===== src/scd_pkg.sv =====
// Package with register map, field layout and encodings of the DMA block
package scd_pkg;

	// Register pages and addresses
	localparam logic [3:0] PG_CTRL_MAX = 4'h7;	// Control seen on pages 0..7
	localparam logic [3:0] PG_CFG      = 4'h8;	// Configuration page
	localparam logic [3:0] PG_PATH     = 4'h9;	// Path select page
	localparam logic [3:0] PG_CNT      = 4'h3;	// Count timer page
	localparam logic [3:0] PG_ADR      = 4'h4;	// Address timer page
	localparam logic [7:0] A_CTRL      = 8'h04;	// dma_control
	localparam logic [7:0] A_CFG       = 8'h94;	// dma_configuration
	localparam logic [7:0] A_PATH      = 8'h94;	// dma_path_select
	localparam logic [7:0] A_TCON      = 8'hc8;	// Timer control
	localparam logic [7:0] A_TRL       = 8'hca;	// Timer reload low
	localparam logic [7:0] A_TRH       = 8'hcb;	// Timer reload high
	localparam logic [7:0] A_TL        = 8'hcc;	// Timer low byte
	localparam logic [7:0] A_TH        = 8'hcd;	// Timer high byte

	// Reset values
	localparam logic [7:0]  RST_BYTE = 8'h00;	// All registers clear
	localparam logic [15:0] RST_WORD = 16'h0000;	// Counters and reloads

	// dma_control fields
	localparam int CR_EN    = 3;	// transfer_enable_bit
	localparam int CR_START = 2;	// transfer_start_bit
	localparam int CR_IE    = 1;	// completion_irq_enable
	localparam int CR_FLAG  = 0;	// completion_flag

	// dma_configuration fields
	localparam int CG_PRIO_H = 7;	// irq_priority_high
	localparam int CG_PRIO_L = 6;	// irq_priority_low
	localparam int CG_CRC    = 5;	// crc_copy_enable
	localparam int CG_TRG_H  = 3;	// trigger_select_hi
	localparam int CG_TRG_L  = 2;	// trigger_select_lo
	localparam int CG_LOOP   = 0;	// loop_enable
	localparam logic [7:0] CG_WMASK = 8'hed;	// Reserved bits 4 and 1

	// Timer control fields
	localparam int TC_TF    = 7;	// Overflow flag
	localparam int TC_CKS_H = 5;	// Clock select high
	localparam int TC_CKS_L = 4;	// Clock select low
	localparam int TC_IE    = 3;	// Interrupt enable
	localparam int TC_RUN   = 2;	// Run bit
	localparam int TC_GAT_H = 1;	// Gate select high
	localparam int TC_GAT_L = 0;	// Gate select low
	localparam logic [7:0] TC_WMASK = 8'hbf;	// Reserved bit 6

	// Timer clock sources
	typedef enum logic [1:0] {
		CKS_DIV12 = 2'h0,
		CKS_PIN   = 2'h1,
		CKS_SYS   = 2'h2,
		CKS_EXT   = 2'h3
	} scd_cks_t;

	// Timer gate sources
	typedef enum logic [1:0] {
		GAT_OFF  = 2'h0,
		GAT_INTX = 2'h1,
		GAT_INT2 = 2'h2,
		GAT_EXT  = 2'h3
	} scd_gat_t;

	// Start trigger sources
	typedef enum logic [1:0] {
		TRG_SW   = 2'h0,
		TRG_INT2 = 2'h1,
		TRG_BRK  = 2'h2,
		TRG_KEY  = 2'h3
	} scd_trg_t;

	// Path codes of note
	localparam logic [3:0] PATH_OFF  = 4'h0;	// Disabled
	localparam logic [3:0] PATH_EMB  = 4'hb;	// External bus
	localparam logic [3:0] PATH_CRC  = 4'hd;	// CRC dest, reserved source
	localparam logic [3:0] PATH_RSVD = 4'h9;	// Reserved destination
	localparam logic [3:0] PATH_EXPANDED_RAM = 4'hf;	// Expanded RAM

	// Divide-by-12 prescaler terminal count
	localparam logic [3:0] DIV12_LAST = 4'hb;

	// Transfer state machine
	typedef enum logic [1:0] {
		ST_IDLE  = 2'b00,
		ST_READ  = 2'b01,
		ST_WRITE = 2'b10
	} scd_state_t;

endpackage : scd_pkg


===== src/scd_dma.sv =====
// Single-channel block DMA with count and address timers
//
// Functional notes
// RQ1 - Enable bit gates whole transfer engine
// RQ2 - Start bit starts, suspends; hardware clears at end
// RQ3 - Completion flag interrupt gated by its enable
// RQ4 - Completion flag set at end, software clears
// RQ5 - Software writes zeros to reserved bits
// RQ6 - Configuration top bits hold interrupt priority
// RQ7 - Copy each moved byte to CRC when enabled
// RQ8 - Trigger field picks software or event start
// RQ9 - Configuration bit 0 enables loop operation
// RQ10 - Upper path nibble selects source
// RQ11 - Lower path nibble selects destination
// RQ12 - Count timer overflow flag sticks until cleared
// RQ13 - Count timer clock source select
// RQ14 - Count timer overflow interrupt gated by enable
// RQ15 - Count timer runs only with run bit; with the enable bit set it counts transactions without it
// RQ16 - Count timer gate source select
// RQ17 - Address timer overflow flag sticks until cleared
// RQ18 - Address timer clock source select
// RQ19 - Address timer overflow interrupt gated by enable
// RQ20 - Address timer runs only with run bit; with the enable bit set it counts transactions without it
// RQ21 - Address timer gate source select
// RQ22 - Count wrap ends transfer, flags, reloads both
// RQ23 - Address counter increments every transaction
// RQ24 - Selected trigger event sets start bit
// RQ25 - Loop mode reloads and keeps serving
// RQ26 - Free timers count selected gated clock events
`timescale 1ns/10ps
module scd_dma (
	input  wire logic       core_clk_i,	// System clock
	input  wire logic       reset_i,	// Async reset, high
	input  wire logic [3:0] sfr_page_i,	// Register page
	input  wire logic [7:0] sfr_addr_i,	// Register address
	input  wire logic       sfr_wr_i,	// Write strobe
	input  wire logic [7:0] sfr_wdata_i,	// Write data
	input  wire logic       sfr_rd_i,	// Read strobe
	output logic      [7:0] sfr_rdata_o,	// Read data, next cycle
	input  wire logic       xfer_req_i,	// Selected pair ready
	input  wire logic [7:0] xfer_rdata_i,	// Source byte
	output logic      [3:0] src_sel_o,	// Source select
	output logic      [3:0] dst_sel_o,	// Destination select
	output logic            xfer_rd_o,	// Source read strobe
	output logic            xfer_wr_o,	// Destination write strobe
	output logic      [7:0] xfer_wdata_o,	// Byte to destination
	output logic     [15:0] expanded_ram_addr_o,	// Expanded RAM address
	output logic            crc_wr_o,	// CRC copy strobe
	output logic      [7:0] crc_data_o,	// CRC copy byte
	output logic            dma_irq_o,	// Shared interrupt request
	output logic      [1:0] irq_priority_o,	// Interrupt priority
	input  wire logic       ext_irq0_event_i,	// On-chip event
	input  wire logic       ext_irq1_event_i,	// On-chip event
	input  wire logic       ext_irq2_event_i,	// On-chip event
	input  wire logic       break_mod1_event_i,	// On-chip event
	input  wire logic       keypad_event_i,	// On-chip event
	input  wire logic       timer2_ext_input_i,	// On-chip selection
	input  wire logic       timer3_ext_input_i,	// On-chip selection
	input  wire logic       count_timer_pin_i,	// Pin, asynchronous
	input  wire logic       address_timer_pin_i	// Pin, asynchronous
);

	// Register state
	logic [3:0]  ctrl_q, ctrl_d;	// Enable, start, ie, flag
	logic [7:0]  cfg_q, cfg_d;	// Configuration
	logic [7:0]  path_q, path_d;	// Source and destination
	logic [7:0]  tcon_q [2];	// Timer controls
	logic [7:0]  tcon_d [2];	// Next timer controls
	logic [15:0] rl_q [2];	// Reload registers
	logic [15:0] rl_d [2];	// Next reload registers
	logic [3:0]  div_q, div_d;	// Prescaler

	// Transfer state
	scd_pkg::scd_state_t st_q, st_d;	// Transfer state
	logic [7:0]  byte_q, byte_d;	// Moved byte
	logic [15:0] addr_q, addr_d;	// Latched address
	logic        rd_q, wr_q, crc_q;	// Strobes
	logic        irq_q, irq_d;	// Interrupt output
	logic [7:0]  rdat_q, rdat_d;	// Read data

	// Timer wiring
	logic        tick [2];	// Count enable per timer
	logic        ovf [2];	// Overflow per timer
	logic [15:0] cnt [2];	// Current values
	logic        wlo [2], whi [2];	// Byte writes
	logic        inc;	// Transaction done
	logic        end_evt;	// End of transfer
	logic        tick12;	// Prescaler tick
	logic        path_ok;	// Legal path
	logic        trig_evt;	// Selected trigger
	logic        go;	// Start a transaction
	logic [1:0]  pin_w;	// Raw timer pins
	logic [3:0]  pg_w [2];	// Timer pages

	// Field views
	wire         en    = ctrl_q[scd_pkg::CR_EN];
	wire         start = ctrl_q[scd_pkg::CR_START];
	wire [3:0]   src   = path_q[7:4];
	wire [3:0]   dst   = path_q[3:0];
	wire [1:0]   trg   = {cfg_q[scd_pkg::CG_TRG_H], cfg_q[scd_pkg::CG_TRG_L]};

	assign pin_w = {address_timer_pin_i, count_timer_pin_i};
	// Full page compare; page 4 shares no low bits with page 3
	assign pg_w[0] = scd_pkg::PG_CNT;
	assign pg_w[1] = scd_pkg::PG_ADR;

	// Source and destination must both be real, non-reserved
	// codes; same-memory copies are not supported
	always_comb
	begin
		path_ok = (src != scd_pkg::PATH_OFF) && (dst != scd_pkg::PATH_OFF) //RQ10
		    && (src != scd_pkg::PATH_CRC) && (dst != scd_pkg::PATH_RSVD) //RQ11
		    && !(src == scd_pkg::PATH_EXPANDED_RAM && dst == scd_pkg::PATH_EXPANDED_RAM)
		    && !(src == scd_pkg::PATH_EMB && dst == scd_pkg::PATH_EMB);
	end

	// Trigger event mux
	always_comb
	begin
		case (scd_pkg::scd_trg_t'(trg)) //RQ8
			scd_pkg::TRG_INT2: trig_evt = ext_irq2_event_i;
			scd_pkg::TRG_BRK:  trig_evt = break_mod1_event_i;
			scd_pkg::TRG_KEY:  trig_evt = keypad_event_i;
			default:           trig_evt = 1'b0;
		endcase
	end

	// Shared divide-by-12 prescaler
	always_comb
	begin
		tick12 = (div_q == scd_pkg::DIV12_LAST);
		div_d  = tick12 ? 4'h0 : div_q + 4'h1;
	end

	always_ff @(posedge core_clk_i or posedge reset_i)
	begin
		if (reset_i)
			div_q <= 4'h0;
		else
			div_q <= div_d;
	end

	// Per-timer pin sync, clock and gate selection, counter
	for (genvar g = 0; g < 2; g++)
	begin : g_tmr
		logic [2:0] pin_q, pin_d;	// Sync stages plus edge history
		logic       clk_evt;	// Selected clock event
		logic       gate_ok;	// Selected gate level
		logic [7:0] tc;	// Control view

		// Two stages before use; third only for edge detect
		always_comb
		begin
			pin_d = {pin_q[1:0], pin_w[g]};
		end

		always_ff @(posedge core_clk_i or posedge reset_i)
		begin
			if (reset_i)
				pin_q <= 3'h0;
			else
				pin_q <= pin_d;
		end

		// Clock and gate sources; the two timers swap the
		// external selections and the gating interrupt
		always_comb
		begin
			tc = tcon_q[g];
			case (scd_pkg::scd_cks_t'(tc[scd_pkg::TC_CKS_H:scd_pkg::TC_CKS_L])) //RQ13 RQ18
				scd_pkg::CKS_DIV12: clk_evt = tick12;
				scd_pkg::CKS_PIN:   clk_evt = pin_q[2] & ~pin_q[1];
				scd_pkg::CKS_SYS:   clk_evt = 1'b1;
				default: clk_evt = (g == 0) ? timer2_ext_input_i
				                            : timer3_ext_input_i;
			endcase
			case (scd_pkg::scd_gat_t'(tc[scd_pkg::TC_GAT_H:scd_pkg::TC_GAT_L])) //RQ16 RQ21
				scd_pkg::GAT_OFF:  gate_ok = 1'b1;
				scd_pkg::GAT_INTX: gate_ok = (g == 0) ? ~ext_irq0_event_i
				                                      : ~ext_irq1_event_i;
				scd_pkg::GAT_INT2: gate_ok = ~ext_irq2_event_i;
				default: gate_ok = (g == 0) ? timer3_ext_input_i
				                            : timer2_ext_input_i;
			endcase
			// DMA mode advances on transactions only
			if (en)
				tick[g] = inc; //RQ22 RQ23
			else
				tick[g] = tc[scd_pkg::TC_RUN] & gate_ok & clk_evt; //RQ15 RQ20 RQ26
		end

		scd_timer u_tmr (
			.core_clk_i  (core_clk_i),
			.reset_i     (reset_i),
			.count_i     (tick[g]),
			.wr_lo_i     (wlo[g]),
			.wr_hi_i     (whi[g]),
			.wdata_i     (sfr_wdata_i),
			.reload_i    (end_evt),
			.reload_val_i(rl_q[g]),
			.cnt_o       (cnt[g]),
			.ovf_o       (ovf[g])
		);
	end

	// Byte write decode for the live counters
	always_comb
	begin
		for (int i = 0; i < 2; i++)
		begin
			wlo[i] = sfr_wr_i && sfr_page_i == pg_w[i]
			    && sfr_addr_i == scd_pkg::A_TL;
			whi[i] = sfr_wr_i && sfr_page_i == pg_w[i]
			    && sfr_addr_i == scd_pkg::A_TH;
		end
	end

	// Transaction sequencing: read source, then write destination
	always_comb
	begin
		st_d    = st_q;
		byte_d  = byte_q;
		addr_d  = addr_q;
		inc     = 1'b0;
		go      = en && start && xfer_req_i && path_ok; //RQ1 RQ2
		end_evt = 1'b0;
		case (st_q)
			scd_pkg::ST_IDLE:
			begin
				// Suspend only takes effect between transactions
				if (go)
				begin
					st_d   = scd_pkg::ST_READ;
					addr_d = cnt[1];
				end
			end
			scd_pkg::ST_READ:
			begin
				st_d   = scd_pkg::ST_WRITE;
				byte_d = xfer_rdata_i;
				inc    = 1'b1; //RQ22 RQ23
				end_evt = en && (&cnt[0]); //RQ22
			end
			scd_pkg::ST_WRITE:
			begin
				st_d = scd_pkg::ST_IDLE;
			end
			default:
			begin
				st_d = scd_pkg::ST_IDLE;
			end
		endcase
		// Clearing enable stops at once
		if (!en)
			st_d = scd_pkg::ST_IDLE; //RQ1
	end

	// Transfer registers and output strobes
	always_ff @(posedge core_clk_i or posedge reset_i)
	begin
		if (reset_i)
		begin
			st_q   <= scd_pkg::ST_IDLE;
			byte_q <= scd_pkg::RST_BYTE;
			addr_q <= scd_pkg::RST_WORD;
			rd_q   <= 1'b0;
			wr_q   <= 1'b0;
			crc_q  <= 1'b0;
		end
		else
		begin
			st_q   <= st_d;
			byte_q <= byte_d;
			addr_q <= addr_d;
			rd_q   <= (st_d == scd_pkg::ST_READ);
			wr_q   <= (st_d == scd_pkg::ST_WRITE);
			crc_q  <= (st_d == scd_pkg::ST_WRITE) && cfg_q[scd_pkg::CG_CRC] //RQ7
			    && (dst != scd_pkg::PATH_CRC);
		end
	end

	// Register writes and hardware updates; hardware sets win
	always_comb
	begin
		ctrl_d = ctrl_q;
		cfg_d  = cfg_q;
		path_d = path_q;
		for (int i = 0; i < 2; i++)
		begin
			tcon_d[i] = tcon_q[i];
			rl_d[i]   = rl_q[i];
		end
		// End of transfer clears start unless looping
		if (end_evt && !cfg_q[scd_pkg::CG_LOOP]) //RQ9 RQ25
			ctrl_d[scd_pkg::CR_START] = 1'b0; //RQ2 RQ22
		if (sfr_wr_i)
		begin
			if (sfr_page_i <= scd_pkg::PG_CTRL_MAX && sfr_addr_i == scd_pkg::A_CTRL)
				ctrl_d = sfr_wdata_i[3:0]; //RQ2 RQ4 RQ5
			else if (sfr_page_i == scd_pkg::PG_CFG && sfr_addr_i == scd_pkg::A_CFG)
				cfg_d = sfr_wdata_i & scd_pkg::CG_WMASK; //RQ5 RQ6
			else if (sfr_page_i == scd_pkg::PG_PATH && sfr_addr_i == scd_pkg::A_PATH)
				path_d = sfr_wdata_i; //RQ10 RQ11
			else
			begin
				for (int i = 0; i < 2; i++)
				begin
					if (sfr_page_i == pg_w[i])
					begin
						if (sfr_addr_i == scd_pkg::A_TCON)
							tcon_d[i] = sfr_wdata_i & scd_pkg::TC_WMASK;
						else if (sfr_addr_i == scd_pkg::A_TRL)
							rl_d[i][7:0] = sfr_wdata_i;
						else if (sfr_addr_i == scd_pkg::A_TRH)
							rl_d[i][15:8] = sfr_wdata_i;
					end
				end
			end
		end
		// Event sets come last so a clear in the same cycle loses
		if (en && scd_pkg::scd_trg_t'(trg) != scd_pkg::TRG_SW && trig_evt)
			ctrl_d[scd_pkg::CR_START] = 1'b1; //RQ24
		if (end_evt)
			ctrl_d[scd_pkg::CR_FLAG] = 1'b1; //RQ4 RQ22
		for (int i = 0; i < 2; i++)
		begin
			if (ovf[i])
				tcon_d[i][scd_pkg::TC_TF] = 1'b1; //RQ12 RQ17
		end
	end

	// Register file
	always_ff @(posedge core_clk_i or posedge reset_i)
	begin
		if (reset_i)
		begin
			ctrl_q <= scd_pkg::RST_BYTE[3:0];
			cfg_q  <= scd_pkg::RST_BYTE;
			path_q <= scd_pkg::RST_BYTE;
			for (int i = 0; i < 2; i++)
			begin
				tcon_q[i] <= scd_pkg::RST_BYTE;
				rl_q[i]   <= scd_pkg::RST_WORD;
			end
		end
		else
		begin
			ctrl_q <= ctrl_d;
			cfg_q  <= cfg_d;
			path_q <= path_d;
			for (int i = 0; i < 2; i++)
			begin
				tcon_q[i] <= tcon_d[i];
				rl_q[i]   <= rl_d[i];
			end
		end
	end

	// Read mux and shared interrupt; unmapped reads give zero
	always_comb
	begin
		rdat_d = scd_pkg::RST_BYTE;
		if (sfr_rd_i)
		begin
			if (sfr_page_i <= scd_pkg::PG_CTRL_MAX && sfr_addr_i == scd_pkg::A_CTRL)
				rdat_d = {4'h0, ctrl_q};
			else if (sfr_page_i == scd_pkg::PG_CFG && sfr_addr_i == scd_pkg::A_CFG)
				rdat_d = cfg_q;
			else if (sfr_page_i == scd_pkg::PG_PATH && sfr_addr_i == scd_pkg::A_PATH)
				rdat_d = path_q;
			else
			begin
				for (int i = 0; i < 2; i++)
				begin
					if (sfr_page_i == pg_w[i])
					begin
						if (sfr_addr_i == scd_pkg::A_TCON)
							rdat_d = tcon_q[i];
						else if (sfr_addr_i == scd_pkg::A_TRL)
							rdat_d = rl_q[i][7:0];
						else if (sfr_addr_i == scd_pkg::A_TRH)
							rdat_d = rl_q[i][15:8];
						else if (sfr_addr_i == scd_pkg::A_TL)
							rdat_d = cnt[i][7:0];
						else if (sfr_addr_i == scd_pkg::A_TH)
							rdat_d = cnt[i][15:8];
					end
				end
			end
		end
		irq_d = (ctrl_q[scd_pkg::CR_FLAG] & ctrl_q[scd_pkg::CR_IE]) //RQ3
		    | (tcon_q[0][scd_pkg::TC_TF] & tcon_q[0][scd_pkg::TC_IE]) //RQ14
		    | (tcon_q[1][scd_pkg::TC_TF] & tcon_q[1][scd_pkg::TC_IE]); //RQ19
	end

	always_ff @(posedge core_clk_i or posedge reset_i)
	begin
		if (reset_i)
		begin
			rdat_q <= scd_pkg::RST_BYTE;
			irq_q  <= 1'b0;
		end
		else
		begin
			rdat_q <= rdat_d;
			irq_q  <= irq_d;
		end
	end

	// Outputs, all from flops
	assign sfr_rdata_o    = rdat_q;
	assign dma_irq_o      = irq_q;
	assign irq_priority_o = cfg_q[scd_pkg::CG_PRIO_H:scd_pkg::CG_PRIO_L]; //RQ6
	assign src_sel_o      = path_q[7:4];
	assign dst_sel_o      = path_q[3:0];
	assign xfer_rd_o      = rd_q;
	assign xfer_wr_o      = wr_q;
	assign xfer_wdata_o   = byte_q;
	assign expanded_ram_addr_o    = addr_q;
	assign crc_wr_o       = crc_q;
	assign crc_data_o     = byte_q;

endmodule : scd_dma


===== src/scd_timer.sv =====
// Sixteen-bit up counter with byte writes and auto reload
`timescale 1ns/10ps
module scd_timer (
	input  wire logic        core_clk_i,	// System clock
	input  wire logic        reset_i,	// Async reset, high
	input  wire logic        count_i,	// Advance by one
	input  wire logic        wr_lo_i,	// Write low byte
	input  wire logic        wr_hi_i,	// Write high byte
	input  wire logic [7:0]  wdata_i,	// Write data
	input  wire logic        reload_i,	// Forced reload
	input  wire logic [15:0] reload_val_i,	// Base value
	output logic      [15:0] cnt_o,	// Current value
	output logic             ovf_o	// Wrap pulse
);

	logic [15:0] cnt_q;	// Counter
	logic [15:0] cnt_d;	// Next counter

	// Software write wins, then forced reload, then counting
	always_comb
	begin
		cnt_d = cnt_q;
		ovf_o = 1'b0;
		if (wr_lo_i || wr_hi_i)
		begin
			if (wr_lo_i)
				cnt_d[7:0] = wdata_i;
			if (wr_hi_i)
				cnt_d[15:8] = wdata_i;
		end
		else if (reload_i)
			cnt_d = reload_val_i;
		else if (count_i)
		begin
			// Wrap from all ones reloads the base
			if (&cnt_q)
			begin
				cnt_d = reload_val_i;
				ovf_o = 1'b1;
			end
			else
				cnt_d = cnt_q + 16'h0001;
		end
	end

	// Counter register
	always_ff @(posedge core_clk_i or posedge reset_i)
	begin
		if (reset_i)
			cnt_q <= scd_pkg::RST_WORD;
		else
			cnt_q <= cnt_d;
	end

	assign cnt_o = cnt_q;

endmodule : scd_timer


===== config.mk =====
export PLATFORM = sky130hd
export DESIGN_NAME = scd_dma
export DESIGN_NICKNAME = d
export VERILOG_FILES = /design/src/scd_pkg.sv /design/src/scd_dma.sv /design/src/scd_timer.sv
export SDC_FILE = /design/constraint.sdc
export NUM_CORES = 1
export LEC_CHECK = 0
export ABC_AREA = 1
export BUFFER_PORTS_ARGS = -buffer_cell sky130_fd_sc_hd__buf_2
export CAP_MARGIN = 10
export CORE_MARGIN = 2
export CORE_UTILIZATION = 54
export DETAILED_ROUTE_END_ITERATION = 10
export PLACE_DENSITY = 0.77
export SYNTH_ARGS = -nofsm -noshare
export SYNTH_HDL_FRONTEND = slang
export SYNTH_HIERARCHICAL = 1
export SYNTH_SLANG_ARGS = --single-unit

===== constraint.sdc =====
create_clock -name core_clk_i -period 3.2 [get_ports core_clk_i]
set_input_delay 0.32 -clock core_clk_i [delete_from_list [all_inputs] [get_ports core_clk_i]]
set_output_delay 0.32 -clock core_clk_i [all_outputs]
set_load 0.01 [all_outputs]

==> impl_metrics.yaml <==
status:
  status: "finished clean"
die:
  start_util_pct: 54.65
  core_area_um2: 16350
  die_w_um: 132.6
  rows: 47
  fp.dieH_um: 132.6
  io_pins: 96
  dieArea_um2: 17590
place:
  portBuffers: 95
  gp_congestion: 0.9884
  dp_hpwl_mm: 20.44
sta:
  finalMaxSlewViolations: 0
  rsz0062_at_grt: "no"
  min_period_over_period_pct: 88.01
  worstMarginPinSlew_ns: 1.164
  max-slew-margin-rel_pct: 22.34
  fin_setup_tns_ns: 0
  finalCriticalPeriod_ns: 2.816
  fmax_mhz: 355.1
  hold_viol: 0
  setup_viol: 0
  skew_ns: 0.006610
critical_path:
  critPathSlowestCell: "nor3_4"
  critPathMaxFanout: 10
  crit_path_end_kind: "flop"
  reg2reg_to: "g_tmr[1].u_tmr/cnt_o[12]$_DFFE_PP0P_"
  critPathArrivalTime_ns: 3.17
  cp_data_required_time_ns: 3.55
  path_common_cell: "inv_1"
  reg2reg_slack_ns: 0.38
  critPathLaunchType: "flop"
  r2r_start: "st_q[0]$_DFF_PP0_"
  worstSetupPathType: "reg -> reg"
  worstPathCellList: "inv_1 -> nor2_4 -> inv_4 -> nor2_4 -> inv_2 -> or3_4 -> nor3_4 -> inv_1 -> nand3b_1 -> nand2_1 -> inv_1 -> nor2_1 -> a21oi_1"
  path_delay_family: "simple AND/OR/NAND/NOR gates"
  critPathMaxStageDelay_ns: 0.44
  reg2reg_depth: 13
  path_buf_inv: 5
synth:
  yosys_warnings: 6
  synthTopCellsByArea: "dfrtp_1 (40%), nand2_1 (15%), nor2_1 (6.8%)"
  synthTopCellsByCount: "nand2_1 (350), nor2_1 (163), inv_1 (147)"
  synthMostInstantiatedCell: "nand2_1"
  synth_cell_types: 52
  ys_seq_area_share_pct: 40.33
  ys_async_sr_fraction_pct: 100.0
  syn_nets: 1268
  synth_top_area_share_pct: 40.33
  synth_edf_count: 0
  netlist_area_um2: 8935
  synth_cells: 1223
  ys_ff_latch: 144
  syn_area_per_cell_um2: 7.306
  yosys_most_used_dff: "dfrtp_1"
  yosysTopAreaCell: "dfrtp_1"
route:
  met1_length_mm: 11.78
  drc: 0
  first_iter_violations: 991
  wirelength_mm: 27.17
  wl_met2_mm: 11.84
  drt_first_pass_iters: 8
  viasPerCell: 5.589
  drtAntennaViolNets: 0
  top_layer: "met4"
  wl_met3_mm: 2.432
  wl_per_cell_um: 17.57
  vias: 8641
pwr:
  p_switching_mw: 1.014
  p_clk_share_pct: 49.4
  p_leak_nw: 5.125
  switching_share_pct: 24.72
  max-vdd-ir-drop_mv: 0.3439
  p_per_area_nw_per_um2: 405.2
  share_seq_of_total_power_pct: 45.4
  p_int_mw: 3.088
  comb_power_share_pct: 5.2
clock_network:
  h-tree-depth: 4
  clock_path_buffers: 2
  numClockSinks: 144
  cts_tree: "done"
  clk-insertion-delay-late_ns: 0.43
  path_clk_slew_ns: 0.06
  clock_tree.root_cell: "clkbuf_16"
  cts_buffers: 17
job:
  maxCapViolations: 0
global_routing:
  grt_max_degree: 53
  grt_pass1_wl_mm: 43.27
  antenna_found_initial: 0
  grt-ovfl-total: 0
  grt_pass1_vias: 7907
  groute.usage.overall_pct: 31.71
layout:
  fin_nets: 1359
  multi_input_area_um2: 4448
  fillers: 1515
  drive_above_1_share_pct: 19.31
  seqCellArea_um2: 3603
  fin_util_pct: 61.92
  area_delta_synth_final_pct: 13.29
  antennaDiodeCount: 0
worst_hold_path:
  hp-class: "in -> async"
[worst max path at each step]
stage                     cells after the start                              endpoint  slack, ns              start
after floorplan                              11            g_tmr[0].tc[7]$_DFFE_PP0P_       1.05  st_q[1]$_DFF_PP0_
after global placement                       13   g_tmr[1].u_tmr/cnt_o[8]$_DFFE_PP0P_       0.25      sfr_addr_i[1]
after detailed placement                     13   g_tmr[1].u_tmr/cnt_o[8]$_DFFE_PP0P_       0.22      sfr_addr_i[1]
after CTS                                    13  g_tmr[1].u_tmr/cnt_o[12]$_DFFE_PP0P_       0.45  st_q[0]$_DFF_PP0_
after global routing                         13   g_tmr[0].u_tmr/cnt_o[9]$_DFFE_PP0P_       0.20  st_q[0]$_DFF_PP0_
final                                        13  g_tmr[1].u_tmr/cnt_o[12]$_DFFE_PP0P_       0.38  st_q[0]$_DFF_PP0_
[power by group through the flow]
stage	logic, mW	registers (mW)	clock network (mW)
after floorplan	0.116	1.89	0
after global placement	0.207	1.90	0
after detailed placement	0.210	1.90	0
after CTS	0.213	1.86	2.04
after global routing	0.236	1.86	2.12
final	0.214	1.86	2.02
[logic make-up after synthesis]
kind of cell             synth area share [%]
adder cells (fa/ha/maj)                0.4202
AO/OA/AOI/OAI                           13.49
buffers and inverters                   9.887
flip-flops                              40.33
XOR/XNOR                               0.6862
AND/OR/NAND/NOR                         35.19
[stage by stage]
step | hold slack, ns | area, um2 | std cells | power (mW) | setup slack (ns)
after floorplan | 0.2337 | 8939 | 1223 | 2.003 | 1.055
after global placement | 0.3318 | 9512 | 1513 | 2.103 | 0.2519
after detailed placement | 0.3484 | 9512 | 1513 | 2.106 | 0.2163
after CTS | 0.01940 | 10120 | 1546 | 4.114 | 0.4504
after global routing | 0.06467 | 10120 | 1546 | 4.218 | 0.2037
final | 0.01171 | 10120 | 1546 | 4.101 | 0.3837
[flip-flops by register name (all words and copies together), names as in the netlist]
name	cells
xfer_rd_o	1
crc_wr_o	1
expanded_ram_addr_o	16
path_q	8
g_tmr.pin_q	6
div_q	4
g_tmr.tc	14
g_tmr.u_tmr/cnt_o	32
st_q	2
rl_q	32
crc_data_o	8
ctrl_q	4
xfer_wr_o	1
sfr_rdata_o	8
cfg_q	6
dma_irq_o	1
[worst register-to-register path: stages (launching register included)]
cell	delay, ns
dfrtp_1	0.38
inv_1	0.08
nor2_4	0.23
inv_4	0.13
nor2_4	0.12
inv_2	0.08
or3_4	0.34
nor3_4	0.44
inv_1	0.12
nand3b_1	0.13
nand2_1	0.22
inv_1	0.29
nor2_1	0.08
a21oi_1	0.13
[cell type report]
type,count,area share (%)
Clock buffer,19,4.376
Timing Repair Buffer,108,5.834
Multi-Input combinational cell,881,43.94
Inverter,162,6.069
Sequential cell,144,35.60
Clock inverter,12,1.459
Tap cell,220,2.719
[per-layer routing]
| layer | up-vias | GRT usage, % |
|---|---|---|
| met4 | 0 | 15.29 |
| li1 | 4078 | - |
| met3 | 81 | 5.326 |
| met2 | 504 | 46.92 |
| met1 | 3978 | 45.45 |
| met5 | - | 0 |
[what timing repair did]
action | in CTS | in global routing
gates resized for setup | 0 | 0
hold buffers | 2 | 0
setup buffers | 0 | 0
hold endpoints to repair | 2 | 0
[placed cells by master (no fill, tap or decap), types with 19 or more instances in the layout]
cell / instances
nand2_1: 350
nor2_1: 163
inv_1: 146
dfrtp_1: 144
o21ai_0: 95
buf_2: 95
a21oi_1: 46
nand3_1: 42
nand3_2: 37
a21oi_2: 19
No activity file was read; power rests on OpenSTA's default activity.
